File: src/hw/uec_consts.svh
// event codes, unit masks, reset values and widths for the uncore event qualifier
`ifndef UEC_CONSTS_SVH
`define UEC_CONSTS_SVH

// event numbers
`define UEC_EV_SF_STALL   8'h40
`define UEC_EV_MF_STALL   8'h41
`define UEC_EV_TX_HDR     8'h42
`define UEC_EV_RX_PROBE   8'h43
`define UEC_EV_DRAM_ACT   8'h60
`define UEC_EV_DRAM_PCL   8'h61

// unit masks that select a whole link on the stall events
`define UEC_UM_LINK0_ALL  8'h07
`define UEC_UM_LINK1_ALL  8'h38

// highest legal unit mask bit per event group
`define UEC_UM_STALL_MAX  8'h20
`define UEC_UM_HDR_MAX    8'h08
`define UEC_UM_RX_MAX     8'h02
`define UEC_UM_DRAM_MAX   8'h04

// bit positions inside the single flit stall condition vector
`define UEC_SF_L0_SNOOP   1
`define UEC_SF_L1_SNOOP   4
`define UEC_SF_L1_NODATA  5

// reset values of the selection and the counter width
`define UEC_RST_EVENT     8'h00
`define UEC_RST_UMASK     8'h00
`define UEC_CNT_WIDTH     48

`endif

File: src/hw/uec_pkg.sv
// types shared by the uncore event qualifier
package uec_pkg;

    // counting state of the block
    typedef enum logic [1:0] {
        UEC_OFF,
        UEC_RUN,
        UEC_HALT
    } uec_state_t;

endpackage

File: src/hw/uec_event_decode.sv
// event number and unit mask decode into a legal flag and a one-cycle hit
`timescale 1ns/1ps
`default_nettype none
`include "uec_consts.svh"

module uec_event_decode
    import uec_pkg::*;
(
    input  wire logic [7:0] event_num,   // selected event number
    input  wire logic [7:0] unit_mask,   // selected unit mask
    input  wire logic [5:0] sf_stall,    // single flit stalls, link0 bits 2:0
    input  wire logic [5:0] mf_stall,    // multi flit stalls, link0 bits 2:0
    input  wire logic [3:0] hdr_state,   // full0, busy0, full1, busy1
    input  wire logic [1:0] rx_stall,    // probe tracker stall per link
    input  wire logic [2:0] dram_act,    // page activate per channel
    input  wire logic [2:0] dram_pcl,    // idle close per channel
    output logic            legal,       // encoding is a listed one
    output logic            hit          // a selected condition is true
);

    logic [5:0] sf_m;
    logic [5:0] mf_m;
    logic [5:0] hdr_m;
    logic [5:0] rx_m;
    logic [5:0] act_m;
    logic [5:0] pcl_m;

    // true for a single set bit not above the limit
    function automatic logic one_bit(input logic [7:0] m, input logic [7:0] lim);
        one_bit = (m != 8'h00) && ((m & (m - 8'h01)) == 8'h00) && (m <= lim);
    endfunction

    // per bit gating of each condition by its unit mask bit
    genvar i;
    generate
        for (i = 0; i < 6; i++) begin : g_bit
            assign sf_m[i] = sf_stall[i] & unit_mask[i];
            assign mf_m[i] = mf_stall[i] & unit_mask[i];
            if (i < 4) begin : g_hdr
                assign hdr_m[i] = hdr_state[i] & unit_mask[i];
            end else begin : g_nohdr
                assign hdr_m[i] = 1'b0;
            end
            if (i < 2) begin : g_rx
                assign rx_m[i] = rx_stall[i] & unit_mask[i];
            end else begin : g_norx
                assign rx_m[i] = 1'b0;
            end
            if (i < 3) begin : g_dram
                assign act_m[i] = dram_act[i] & unit_mask[i];
                assign pcl_m[i] = dram_pcl[i] & unit_mask[i];
            end else begin : g_nodram
                assign act_m[i] = 1'b0;
                assign pcl_m[i] = 1'b0;
            end
        end
    endgenerate

    // decode; any selected sub-condition counts once per cycle
    always_comb begin
        legal = 1'b0;
        hit   = 1'b0;
        case (event_num)
            `UEC_EV_SF_STALL: begin
                legal = one_bit(unit_mask, `UEC_UM_STALL_MAX)
                      || unit_mask == `UEC_UM_LINK0_ALL
                      || unit_mask == `UEC_UM_LINK1_ALL;
                hit   = |sf_m;
            end
            `UEC_EV_MF_STALL: begin
                legal = one_bit(unit_mask, `UEC_UM_STALL_MAX)
                      || unit_mask == `UEC_UM_LINK0_ALL
                      || unit_mask == `UEC_UM_LINK1_ALL;
                hit   = |mf_m;
            end
            `UEC_EV_TX_HDR: begin
                legal = one_bit(unit_mask, `UEC_UM_HDR_MAX);
                hit   = |hdr_m;
            end
            `UEC_EV_RX_PROBE: begin
                legal = one_bit(unit_mask, `UEC_UM_RX_MAX);
                hit   = |rx_m;
            end
            `UEC_EV_DRAM_ACT: begin
                legal = one_bit(unit_mask, `UEC_UM_DRAM_MAX);
                hit   = |act_m;
            end
            `UEC_EV_DRAM_PCL: begin
                legal = one_bit(unit_mask, `UEC_UM_DRAM_MAX);
                hit   = |pcl_m;
            end
            default: begin
                legal = 1'b0;
                hit   = 1'b0;
            end
        endcase
    end

endmodule
`default_nettype wire

File: src/hw/uec_counter.sv
// wrapping event counter with synchronous clear and wrap pulse
`timescale 1ns/1ps
`default_nettype none
`include "uec_consts.svh"

module uec_counter
    import uec_pkg::*;
#(
    parameter int W = `UEC_CNT_WIDTH     // counter width
)(
    input  wire logic         clk,       // uncore clock
    input  wire logic         reset,     // async reset, active high
    input  wire logic         clear,     // load zero, wins over inc
    input  wire logic         inc,       // add one this edge
    output logic [W-1:0]      count_q,   // current count
    output logic              wrap_q     // one cycle after all ones to zero
);

    logic [W-1:0] count_d;
    logic         wrap_d;

    // next count; clear drops a coinciding increment
    always_comb begin
        count_d = count_q;
        wrap_d  = 1'b0;
        if (clear) begin
            count_d = '0;
        end else if (inc) begin
            count_d = count_q + {{(W-1){1'b0}}, 1'b1};
            wrap_d  = &count_q;
        end
    end

    // count registers
    always_ff @(posedge clk or posedge reset) begin
        if (reset) begin
            count_q <= '0;
            wrap_q  <= 1'b0;
        end else begin
            count_q <= count_d;
            wrap_q  <= wrap_d;
        end
    end

endmodule
`default_nettype wire

File: src/hw/uec_top.sv
// uncore link and dram event qualifier with its count register
//
// Notes on behaviour
// - event 40h mask 10h counts cycles link 1 snoop channel lacks single flit credit.
// - event 40h mask 20h counts cycles link 1 non-data response channel lacks credit.
// - event 40h mask 07h counts cycles any single flit channel of link 0 lacks credit.
// - event 40h mask 38h counts cycles any single flit channel of link 1 lacks credit.
// - credit stalls count even when another channel holds the arbitration grant.
// - event 41h masks 01h and 08h count data response stalls on link 0 and link 1.
// - event 41h masks 02h and 10h count noncoherent bypass stalls on link 0 and 1.
// - event 41h masks 04h and 20h count noncoherent standard stalls on link 0 and 1.
// - event 41h masks 07h and 38h count any multi flit stall on link 0 and link 1.
// - event 42h masks 01h and 04h count header buffer full cycles on link 0 and 1.
// - event 42h masks 02h and 08h count header buffer busy cycles on link 0 and 1.
// - event 60h masks 01h, 02h, 04h count page activates on dram channel 0, 1, 2.
// - event 61h masks 01h and 02h count idle timer page closes on channel 0 and 1.
// - event 61h mask 04h counts idle timer page closes on dram channel 2.
`timescale 1ns/1ps
`default_nettype none
`include "uec_consts.svh"

module uec_top
    import uec_pkg::*;
#(
    parameter int CNT_W = `UEC_CNT_WIDTH                     // counter width
)(
    input  wire logic             clk,                       // uncore clock, 40 MHz
    input  wire logic             reset,                     // async reset, active high
    input  wire logic             cfg_write,                 // load event and mask
    input  wire logic [7:0]       cfg_event,                 // event number to load
    input  wire logic [7:0]       cfg_umask,                 // unit mask to load
    input  wire logic             cnt_enable,                // counting allowed
    input  wire logic             cnt_clear,                 // zero the count
    input  wire logic             freeze_on_wrap,            // stop after wrap
    input  wire logic             wrap_flag_clear,           // clear sticky wrap
    input  wire logic [5:0]       link_tx_single_flit_credit_stall, // per vc
    input  wire logic [5:0]       link_tx_multi_flit_credit_stall,  // per vc
    input  wire logic [3:0]       link_tx_header_buffer_state,      // full/busy
    input  wire logic [1:0]       link_rx_probe_tracker_stall,      // per link
    input  wire logic [2:0]       dram_page_activate_count,         // per chan
    input  wire logic [2:0]       dram_idle_page_close_count,       // per chan
    output logic [CNT_W-1:0]      count,                     // event count
    output logic                  wrap_flag,                 // sticky wrap
    output logic                  sel_legal,                 // selection listed
    output logic                  count_pulse,               // one per counted cycle
    output logic                  counting                   // state is run
);

    ////////////////////////////////////////////////////////////////////////////
    // selection registers

    logic [7:0] event_q;
    logic [7:0] event_d;
    logic [7:0] umask_q;
    logic [7:0] umask_d;

    // a new selection replaces the old one whole
    always_comb begin
        event_d = event_q;
        umask_d = umask_q;
        if (cfg_write) begin
            event_d = cfg_event;
            umask_d = cfg_umask;
        end
    end

    // reset selects no event, so nothing counts until programmed
    always_ff @(posedge clk or posedge reset) begin
        if (reset) begin
            event_q <= `UEC_RST_EVENT;
            umask_q <= `UEC_RST_UMASK;
        end else begin
            event_q <= event_d;
            umask_q <= umask_d;
        end
    end

    ////////////////////////////////////////////////////////////////////////////
    // condition decode

    logic legal;
    logic hit;

    // conditions come from logic on this clock, so no synchroniser
    uec_event_decode uec_event_decode_i (
        .event_num (event_q),
        .unit_mask (umask_q),
        .sf_stall  (link_tx_single_flit_credit_stall),
        .mf_stall  (link_tx_multi_flit_credit_stall),
        .hdr_state (link_tx_header_buffer_state),
        .rx_stall  (link_rx_probe_tracker_stall),
        .dram_act  (dram_page_activate_count),
        .dram_pcl  (dram_idle_page_close_count),
        .legal     (legal),
        .hit       (hit)
    );

    ////////////////////////////////////////////////////////////////////////////
    // counting state

    uec_state_t state_q;
    uec_state_t state_d;
    logic       wrap;

    // off until enabled; a wrap can freeze it until cleared or disabled
    always_comb begin
        state_d = state_q;
        case (state_q)
            UEC_OFF: begin
                if (cnt_enable) begin
                    state_d = UEC_RUN;
                end
            end
            UEC_RUN: begin
                if (!cnt_enable) begin
                    state_d = UEC_OFF;
                end else if (wrap && freeze_on_wrap) begin
                    state_d = UEC_HALT;
                end
            end
            UEC_HALT: begin
                // clearing the count or dropping enable leaves the frozen state
                if (!cnt_enable) begin
                    state_d = UEC_OFF;
                end else if (cnt_clear) begin
                    state_d = UEC_RUN;
                end
            end
            default: begin
                state_d = UEC_OFF;
            end
        endcase
    end

    // state register
    always_ff @(posedge clk or posedge reset) begin
        if (reset) begin
            state_q <= UEC_OFF;
        end else begin
            state_q <= state_d;
        end
    end

    ////////////////////////////////////////////////////////////////////////////
    // qualified increment

    logic inc_q;
    logic inc_d;
    logic legal_q;
    logic legal_d;

    // one increment per cycle however many sub-conditions are true
    always_comb begin
        legal_d = legal;
        inc_d   = 1'b0;
        if (state_q == UEC_RUN && legal) begin
            inc_d = hit;
        end
        // a freshly written selection must not count the old one's hit
        if (cfg_write) begin
            inc_d = 1'b0;
        end
    end

    // registered so the long decode path stays off the adder
    always_ff @(posedge clk or posedge reset) begin
        if (reset) begin
            inc_q   <= 1'b0;
            legal_q <= 1'b0;
        end else begin
            inc_q   <= inc_d;
            legal_q <= legal_d;
        end
    end

    ////////////////////////////////////////////////////////////////////////////
    // count register

    logic [CNT_W-1:0] count_val;

    // an increment already in inc_q still lands in the frozen state; the state check gates only inc_d
    uec_counter #(
        .W (CNT_W)
    ) uec_counter_i (
        .clk     (clk),
        .reset   (reset),
        .clear   (cnt_clear),
        .inc     (inc_q),
        .count_q (count_val),
        .wrap_q  (wrap)
    );

    ////////////////////////////////////////////////////////////////////////////
    // sticky wrap flag

    logic wrap_flag_q;
    logic wrap_flag_d;

    // a wrap in the clearing cycle wins, so no wrap is ever lost
    always_comb begin
        wrap_flag_d = wrap_flag_q;
        if (wrap_flag_clear) begin
            wrap_flag_d = 1'b0;
        end
        if (wrap) begin
            wrap_flag_d = 1'b1;
        end
    end

    // flag register
    always_ff @(posedge clk or posedge reset) begin
        if (reset) begin
            wrap_flag_q <= 1'b0;
        end else begin
            wrap_flag_q <= wrap_flag_d;
        end
    end

    ////////////////////////////////////////////////////////////////////////////
    // outputs, all from flip-flops but counting, which is decoded from state_q

    assign count       = count_val;
    assign wrap_flag   = wrap_flag_q;
    assign sel_legal   = legal_q;
    assign count_pulse = inc_q;
    assign counting    = (state_q == UEC_RUN);

endmodule
`default_nettype wire

File: config.mk
export PLATFORM = sky130hd
export DESIGN_NAME = uec_top
export DESIGN_NICKNAME = d
export VERILOG_FILES = /design/src/hw/uec_pkg.sv /design/src/hw/uec_event_decode.sv /design/src/hw/uec_counter.sv /design/src/hw/uec_top.sv
export VERILOG_INCLUDE_DIRS = /design/src /design/src/hw
export SDC_FILE = /design/constraint.sdc
export NUM_CORES = 1
export LEC_CHECK = 0
export ABC_AREA = 0
export BUFFER_PORTS_ARGS = -buffer_cell sky130_fd_sc_hd__buf_2
export CAP_MARGIN = 5
export CORE_MARGIN = 4
export CORE_UTILIZATION = 50
export DETAILED_ROUTE_END_ITERATION = 10
export GPL_ROUTABILITY_DRIVEN = 1
export PLACE_DENSITY = 0.79
export SKIP_LAST_GASP = 1
export SYNTH_ARGS = -nofsm -noshare
export SYNTH_HDL_FRONTEND = slang
export SYNTH_SLANG_ARGS = --single-unit
File: constraint.sdc
create_clock -name clk -period 2.35 [get_ports clk]
set_clock_uncertainty 0.05 [all_clocks]
set_input_delay 0.3525 -clock clk [delete_from_list [all_inputs] [get_ports clk]]
set_output_delay 0.3525 -clock clk [all_outputs]
set_load 0.1 [all_outputs]
Yosys cells after proc, flatten, opt, wreduce, memory -nomap -nowiden. Index checks and enable logic that the tools add are counted.

Input port bits: 47. Register bits: 70.

Eq/ne operators: 13. $lt $le $gt $ge: 4. Reduce and logical (&&, ||, !) cells: 24. $add $sub $neg: 2. Mux-type cells: 16. Bitwise operators: 25.

Operator list (count): 48-bit two-way mux (2); 48-bit by 1-bit adder with 48-bit output, second input constant (1); 8-bit by 7-bit == test with 1-bit output, second input constant (6); 48-bit AND reduction (1); 1-bit AND (24); 6-bit OR reduction (2); 2-bit two-way mux (5); 8-bit AND (1); 8-bit by 3-bit == test with 1-bit output, second input constant (1); 8-bit by 6-bit == test with 1-bit output, second input constant (1); 8-bit by 2-bit less-or-equal comparator with 1-bit output, second input constant (1); 8-bit by 3-bit less-or-equal comparator with 1-bit output, second input constant (1); 8-bit by 4-bit less-or-equal comparator with 1-bit output, second input constant (1); 8-bit by 6-bit less-or-equal comparator with 1-bit output, second input constant (1); 8-bit zero test (1); 8-bit nonzero test (1); 8-bit by 1-bit subtractor with 8-bit output, second input constant (1); 1-bit logical AND (7); 1-bit two-way mux (6); 1-bit one-hot mux with 6 select lines (1); 2-bit one-hot mux with 3 select lines (1); 2-bit OR reduction (3); 3-bit OR reduction (2); 1-bit one-hot mux with 4 select lines (1); other kinds (10) (12).

Longest topological paths before layout. Gate-level depths: netlist (run 1).

Depth after elaboration: 11. Depth in mapped cells: 7.

Cells and area by module. From an unflattened synthesis (run 1), not the netlist that was laid out.

Cell total of the unflattened synthesis: 383. Area total of the unflattened synthesis: 3828.7 um2.

Modules (own cells, without submodules): uec_counter (instances 1, area each 2560.0 um2, cells each 276); uec_top (instances 1, area each 852.1 um2, cells each 50); uec_event_decode (instances 1, area each 416.6 um2, cells each 57).

Worst setup path before layout (run 1). Ideal clock, no wire load.

Path type: flip-flop to flip-flop. Start point: reg uec_counter_i.count_q[0]. End point: reg uec_counter_i.count_q[38]. Setup slack: -0.386 ns. Period minus slack after synthesis: 2.736 ns. Arrival time: 2.608 ns. Setup time: 0.078 ns. Stages on the path, launching flop included: 7. Path through: dfrtp_1 ha_1 o211ai_1 nor3_4 nand3_1 or4_1 a21oi_1.

Longest elaborated chain between the ends: 3.

Ends and longest elaborated chain: start: declaration (line uec_counter.sv:15) `output logic [W-1:0] count_q,`; start signal: assignment (line uec_counter.sv:40) `count_q <= count_d;`; 48-bit by 1-bit adder with 48-bit output (line uec_counter.sv:29) `count_d = count_q + {{(W-1){1'b0}}, 1'b1};`; 48-bit two-way mux (line uec_counter.sv:28) `end else if (inc) begin`; 48-bit two-way mux (line uec_counter.sv:26) `if (clear) begin`.

No other way between the ends. The select of a mux whose other input is x is not followed. A chain may end at the register's enable or synchronous reset.

Worst setup path in the final report (run 1). Ends and elaborated chain as after synthesis.

==> results of run 1 <==
==> layer usage <==
| layer | GRT usage, % | routed length, um | share of wire, % | vias up |
|---|---|---|---|---|
| met1 | 27.9 | 4050 | 45 | 1614 |
| met2 | 34.9 | 4320 | 48 | 96 |
| met3 | 4.86 | 553 | 6.1 | 15 |
| li1 | - | - | - | 1615 |
| met5 | 0 | 13 | 0.14 | - |
| met4 | 6.85 | 146 | 1.6 | 2 |
==> kinds of logic (layout without fill, tap and decap cells) <==
| family | after synthesis | after routing | synth area share [%] |
|---|---|---|---|
| XOR/XNOR | 32 | 32 | 7.49 |
| flip-flops | 70 | 70 | 46.8 |
| buffers and inverters | 30 | 136 | 3.31 |
| AND/OR/NAND/NOR | 172 | 172 | 25.4 |
| AO/OA/AOI/OAI | 65 | 65 | 11.3 |
| multiplexers | 18 | 18 | 5.35 |
| adder cells (fa/ha/maj) | 1 | 1 | 0.334 |
==> cell usage in the layout (no fill, tap or decap), types with 7 or more instances in the layout <==
master,n
o21ai_0,17
or3_1,10
nor4_1,7
xor2_1,21
mux2_2,16
clkbuf_8,10
a21oi_1,20
nand4_1,21
or4_1,7
dfrtp_2,33
buf_4,11
nor2_1,45
nand3_1,18
xnor2_1,11
nand2_1,27
dfrtp_1,37
inv_1,9
buf_2,98
==> sequential cells by signal (all words and copies together), names as in the netlist <==
register	count
uec_counter_i.count_q	48
event_q	8
umask_q	8
state_q	2
count_pulse	1
sel_legal	1
uec_counter_i.wrap_q	1
wrap_flag	1
==> per-stage QoR <==
step,total power [mW],util (%)
after floorplan,1.42,-
after global placement,1.51,61.0
after detailed placement,1.51,61.0
after CTS,2.37,63.4
after global routing,2.45,63.4
final,2.34,63.4
==> path summary, 6_finish.rpt <==
path / from / to / depth (start not counted)
setup / recovery: uec_counter_i.count_q[0]$_DFFE_PP0P_ / uec_counter_i.count_q[38]$_DFFE_PP0P_ / 6
hold / removal: reset / umask_q[1]$_DFFE_PP0P_ / 2
setup reg to reg: uec_counter_i.count_q[0]$_DFFE_PP0P_ / uec_counter_i.count_q[38]$_DFFE_PP0P_ / 6
hold reg to reg: wrap_flag$_DFFE_PP0P_ / wrap_flag$_DFFE_PP0P_ / 1
max in group asynchronous: reset / uec_counter_i.count_q[29]$_DFFE_PP0P_ / 3
min in group clk: cnt_enable / state_q[1]$_DFFE_PP0P_ / 2
==> power by group <==
group	total, mW	internal, mW	switching [mW]
Combinational	0.220	0.100	0.120
Clock	0.855	0.407	0.448
Sequential	1.27	1.23	0.0348
==> final cells by class <==
class / count / share of cell area [%]
flip-flops and latches: 70 / 39.0
inverters: 10 / 0.817
multi-input cells: 288 / 40.9
clock inverters: 4 / 0.490
repair buffers: 110 / 12.9
clock buffers: 12 / 3.16
well taps: 99 / 2.70
==> synthesized netlist by cell type (3+ instances only) <==
| cell | instances |
|---|---|
| a22oi_1 | 4 |
| a222oi_1 | 4 |
| nor2_1 | 45 |
| nor3_1 | 6 |
| clkbuf_1 | 13 |
| buf_2 | 3 |
| nor4_1 | 7 |
| a31oi_1 | 3 |
| xnor2_1 | 11 |
| and3_1 | 5 |
| xor2_1 | 21 |
| inv_1 | 10 |
| a21oi_1 | 20 |
| or3_1 | 10 |
| and2_1 | 3 |
| nor2b_1 | 4 |
| mux2_2 | 16 |
| or3_2 | 4 |
| buf_1 | 3 |
| o21ai_0 | 17 |
| or4_1 | 7 |
| nand3_1 | 18 |
| nand2_1 | 27 |
| nand4_1 | 21 |
| dfrtp_1 | 70 |
| o31ai_1 | 6 |
| and4_1 | 4 |
==> flow_metrics.py, run 1 <==
metrics = {
    "setup_path": {
        "cp_top_family": "simple AND/OR/NAND/NOR gates",
        "crit_chain": "ha_4, o211ai_1, nor3_4, nand3_1, or4_1, a21oi_1",
        "critPathArrivalTime_ps": 2380,
        "crit_fanout": 7,
        "slowest_stage": "or4_1",
        "critPathKind": "reg2reg",
        "critPathBufInv": 0,
        "critPathLaunchType": "flip-flop",
        "reg2reg_slack_ps": 190,
        "crit_required_ps": 2560,
        "crit_path_end_kind": "flip-flop",
        "cpPeakStageDelay_ps": 540,
    },
    "run_status": {
        "status": "complete, no violations",
    },
    "timing": {
        "setup_viol": 0,
        "tightest_slew_ps": 675,
        "min_period_ps": 2160,
        "holdWs_ps": 58.4,
        "fin_ws_ps": 186,
        "fmax_ghz": 0.462,
        "hold_viol_final": 0,
        "drv_slew": 0,
        "finalCritPeriodShare_pct": 92.1,
        "rsz0062_at_grt": "false",
        "tns_ps": 0,
        "relSlewSlack_pct": 54.9,
    },
    "logic_synthesis": {
        "synth.cell_area_um2": 3740,
        "syn-num-nets": 436,
        "synth_edf_count": 0,
        "yosys-top-cells-area": "dfrtp_1 (47%), xor2_1 (4.9%), mux2_2 (4.8%)",
        "netlist.area_leader.share_pct": 46.8,
        "seq_area_frac_synth_pct": 46.8,
        "synth_top_cell_by_area": "dfrtp_1",
        "yosysWarnings": 0,
        "synthCells": 388,
        "syn_area_per_cell_um2": 9.64,
        "async_flop_share_pct": 100,
        "synth_cell_types": 49,
        "ys_ff_latch": 70,
        "synthFlopType": "dfrtp_1",
    },
    "place": {
        "dp_cells": 577,
        "io_buffers": 98,
        "place_ws_ps": 199,
        "placed_area_um2": 4430,
        "dp_hpwl_um": 6690,
        "place_congestion": 0.886,
    },
    "job": {
        "drv_cap": 0,
    },
    "final_layout": {
        "n_antenna_cell": 0,
        "regArea_um2": 1790,
        "fillers": 645,
        "final_cells": 593,
        "multi_input_area_um2": 1880,
        "drive_gt1_share_pct": 37.9,
        "synthToLayoutAreaGrowth_pct": 22.8,
        "finalInstanceArea_um2": 4600,
        "fin_nets": 537,
    },
    "clock_tree": {
        "clock_latency_ps": 340,
        "cts_buffers": 9,
        "numClockSinks": 70,
        "cts_hold_buffers": 0,
        "clk_pin_slew_worst_paths_ps": 70,
        "cts_resized": 0,
        "htreeDepth": 3,
        "cts_root_buffer": "clkbuf_8",
        "cts_setup_buffers": 0,
        "cts_tree": "built",
        "clock_path_buffers": 2,
    },
    "grt": {
        "grt.total_usage_pct": 21.2,
        "antenna_found_initial": 1,
        "grt_overflow": 0,
        "grt_max_degree": 42,
        "grt_pass1_vias": 3229,
        "grt_pass1_wl_um": 15100,
    },
    "detailed_routing": {
        "viasPerCell": 5.64,
        "drt_wl_total_um": 9090,
        "via_count": 3342,
        "drc_errors": 0,
        "drtPass1Iterations": 4,
        "ant_nets": 0,
        "drt_first_iter_violations": 174,
        "wl_per_cell_um": 15.3,
    },
    "floorplan": {
        "ioPinCount": 99,
        "core_area_um2": 7250,
        "die_y_um": 94.5,
        "initial_core_util_pct": 51.6,
        "dieArea_um2": 8930,
        "placementRows": 31,
        "die-width_um": 94.5,
    },
    "power_and_ir_drop": {
        "ir_worst_vdd_mv": 0.300,
        "powerDensity_nw_per_um2": 510,
        "p_leak_nw": 2.04,
    },
    "worst_hold_path": {
        "hold_class": "in2async",
    },
}
(Power assumes the default switching activity.)
==> inputs of run 2 (changes only) <==
CELL_PAD_IN_SITES_DETAIL_PLACEMENT = 1   (was unset)
CELL_PAD_IN_SITES_GLOBAL_PLACEMENT = 2   (was unset)
CORE_UTILIZATION = 32   (was 50)
PLACE_DENSITY = 0.83   (was 0.79)
==> flow_metrics.py, run 2 (same netlist as run 1, synthesis figures left out) <==
metrics = {
    "timing": {
        "hold_viol_final": 0,
        "relSlewSlack_pct": 60.5,
        "fmax_ghz": 0.457,
        "rsz0062_at_grt": "false",
        "setup_viol": 0,
        "drv_slew": 0,
        "min_period_ps": 2190,
        "holdWs_ps": 46.6,
        "fin_ws_ps": 162,
        "tightest_slew_ps": 591,
        "tns_ps": 0,
        "finalCritPeriodShare_pct": 93.1,
    },
    "floorplan": {
        "placementRows": 39,
        "dieArea_um2": 13500,
        "initial_core_util_pct": 32.8,
        "die_y_um": 116,
        "ioPinCount": 99,
        "core_area_um2": 11400,
        "die-width_um": 116,
    },
    "place": {
        "place_ws_ps": 173,
        "placed_area_um2": 4500,
        "dp_hpwl_um": 8210,
        "place_congestion": 0.794,
        "io_buffers": 98,
        "dp_cells": 623,
    },
    "final_layout": {
        "final_common_cell": "buf_2",
        "n_antenna_cell": 0,
        "fillers": 1361,
        "final_cells": 639,
        "largest_reg_flops": 48,
        "post-route-util_pct": 41.7,
        "fin_nets": 539,
        "synthToLayoutAreaGrowth_pct": 27.4,
        "largestRegisters": "uec_counter_i.count_q: 48 flops, event_q: 8 flops, umask_q: 8 flops",
        "most-common-layout-cells": "buf_2 (98), nor2_1 (45), dfrtp_1 (37), dfrtp_2 (33), nand2_1 (27)",
        "largest_register": "uec_counter_i.count_q",
        "drive_gt1_share_pct": 38.1,
        "finalInstanceArea_um2": 4770,
    },
    "grt": {
        "grt_overflow": 0,
        "antenna_found_initial": 1,
        "grt_max_degree": 36,
        "grt.total_usage_pct": 16.8,
        "grt_pass1_wl_um": 17900,
        "grt_pass1_vias": 3588,
    },
    "setup_path": {
        "crit_required_ps": 2530,
        "critPathArrivalTime_ps": 2370,
        "crit_path_end_kind": "flip-flop",
        "critPathLaunchType": "flip-flop",
        "crit_fanout": 17,
        "critPathKind": "reg2reg",
    },
    "clock_tree": {
        "cts_hold_buffers": 0,
        "clock_latency_ps": 320,
        "clk_pin_slew_worst_paths_ps": 50,
        "numClockSinks": 70,
        "cts_root_buffer": "clkbuf_16",
        "cts_buffers": 9,
        "cts_setup_buffers": 0,
        "htreeDepth": 3,
        "clock_path_buffers": 2,
        "cts_tree": "built",
        "cts_resized": 0,
    },
    "job": {
        "drv_cap": 0,
    },
    "power_and_ir_drop": {
        "ir_worst_vdd_mv": 0.279,
        "finalPower_mw": 2.73,
        "p_leak_nw": 2.10,
        "powerDensity_nw_per_um2": 573,
    },
    "detailed_routing": {
        "ant_nets": 0,
        "drt_first_iter_violations": 185,
        "via_count": 3404,
        "drtPass1Iterations": 4,
        "drc_errors": 0,
        "drt_wl_total_um": 11000,
        "wl_per_cell_um": 17.3,
        "viasPerCell": 5.33,
    },
    "worst_hold_path": {
        "hold_class": "in2async",
    },
    "run_status": {
        "status": "complete, no violations",
    },
}
## run 2: cell type report
cell class                 count  area (um^2)  area share (%)
timing repair buffer         112          608            12.8
clock inverter                 4         22.5           0.472
inverter                      10         37.5           0.787
tap                          143          179            3.75
sequential                    70         1790            37.6
multi-input combinational    288         1880            39.4
clock buffer                  12          246            5.17
## run 2: worst paths after layout
kind	start	end	slack (ps)	cells after the start
setup reg to reg	uec_counter_i.count_q[12]$_DFFE_PP0P_	uec_counter_i.count_q[47]$_DFFE_PP0P_	160	5
setup / recovery	uec_counter_i.count_q[12]$_DFFE_PP0P_	uec_counter_i.count_q[47]$_DFFE_PP0P_	160	5
hold reg to reg	wrap_flag$_DFFE_PP0P_	wrap_flag$_DFFE_PP0P_	440	1
max in group asynchronous	reset	uec_counter_i.count_q[35]$_DFFE_PP0P_	1570	3
min in group clk	cfg_event[1]	event_q[1]$_DFFE_PP0P_	210	3
hold / removal	reset	uec_counter_i.count_q[10]$_DFFE_PP0P_	50	2
## run 2: layer usage
metal | wire, um | GRT usage, %
met3 | 602 | 3.11
met2 | 5420 | 28.1
met1 | 4840 | 21.7
met5 | 18 | 0
met4 | 156 | 6.11
## run 2: report_power, final
| group | switching, mW | leakage (nW) | total (mW) | internal (mW) |
|---|---|---|---|---|
| clock network | 0.490 | 0.132 | 1.23 | 0.738 |
| registers | 0.0349 | 0.885 | 1.27 | 1.23 |
| logic | 0.131 | 1.08 | 0.234 | 0.104 |
| total | 0.656 | 2.10 | 2.73 | 2.08 |
## run 2: worst max-delay path, cell delays in order (launching register included)
cell and delay [ps]:
dfrtp_2 400, and4_1 270, and4_1 390, nand3_4 230, or4_1 540, a21oi_1 210
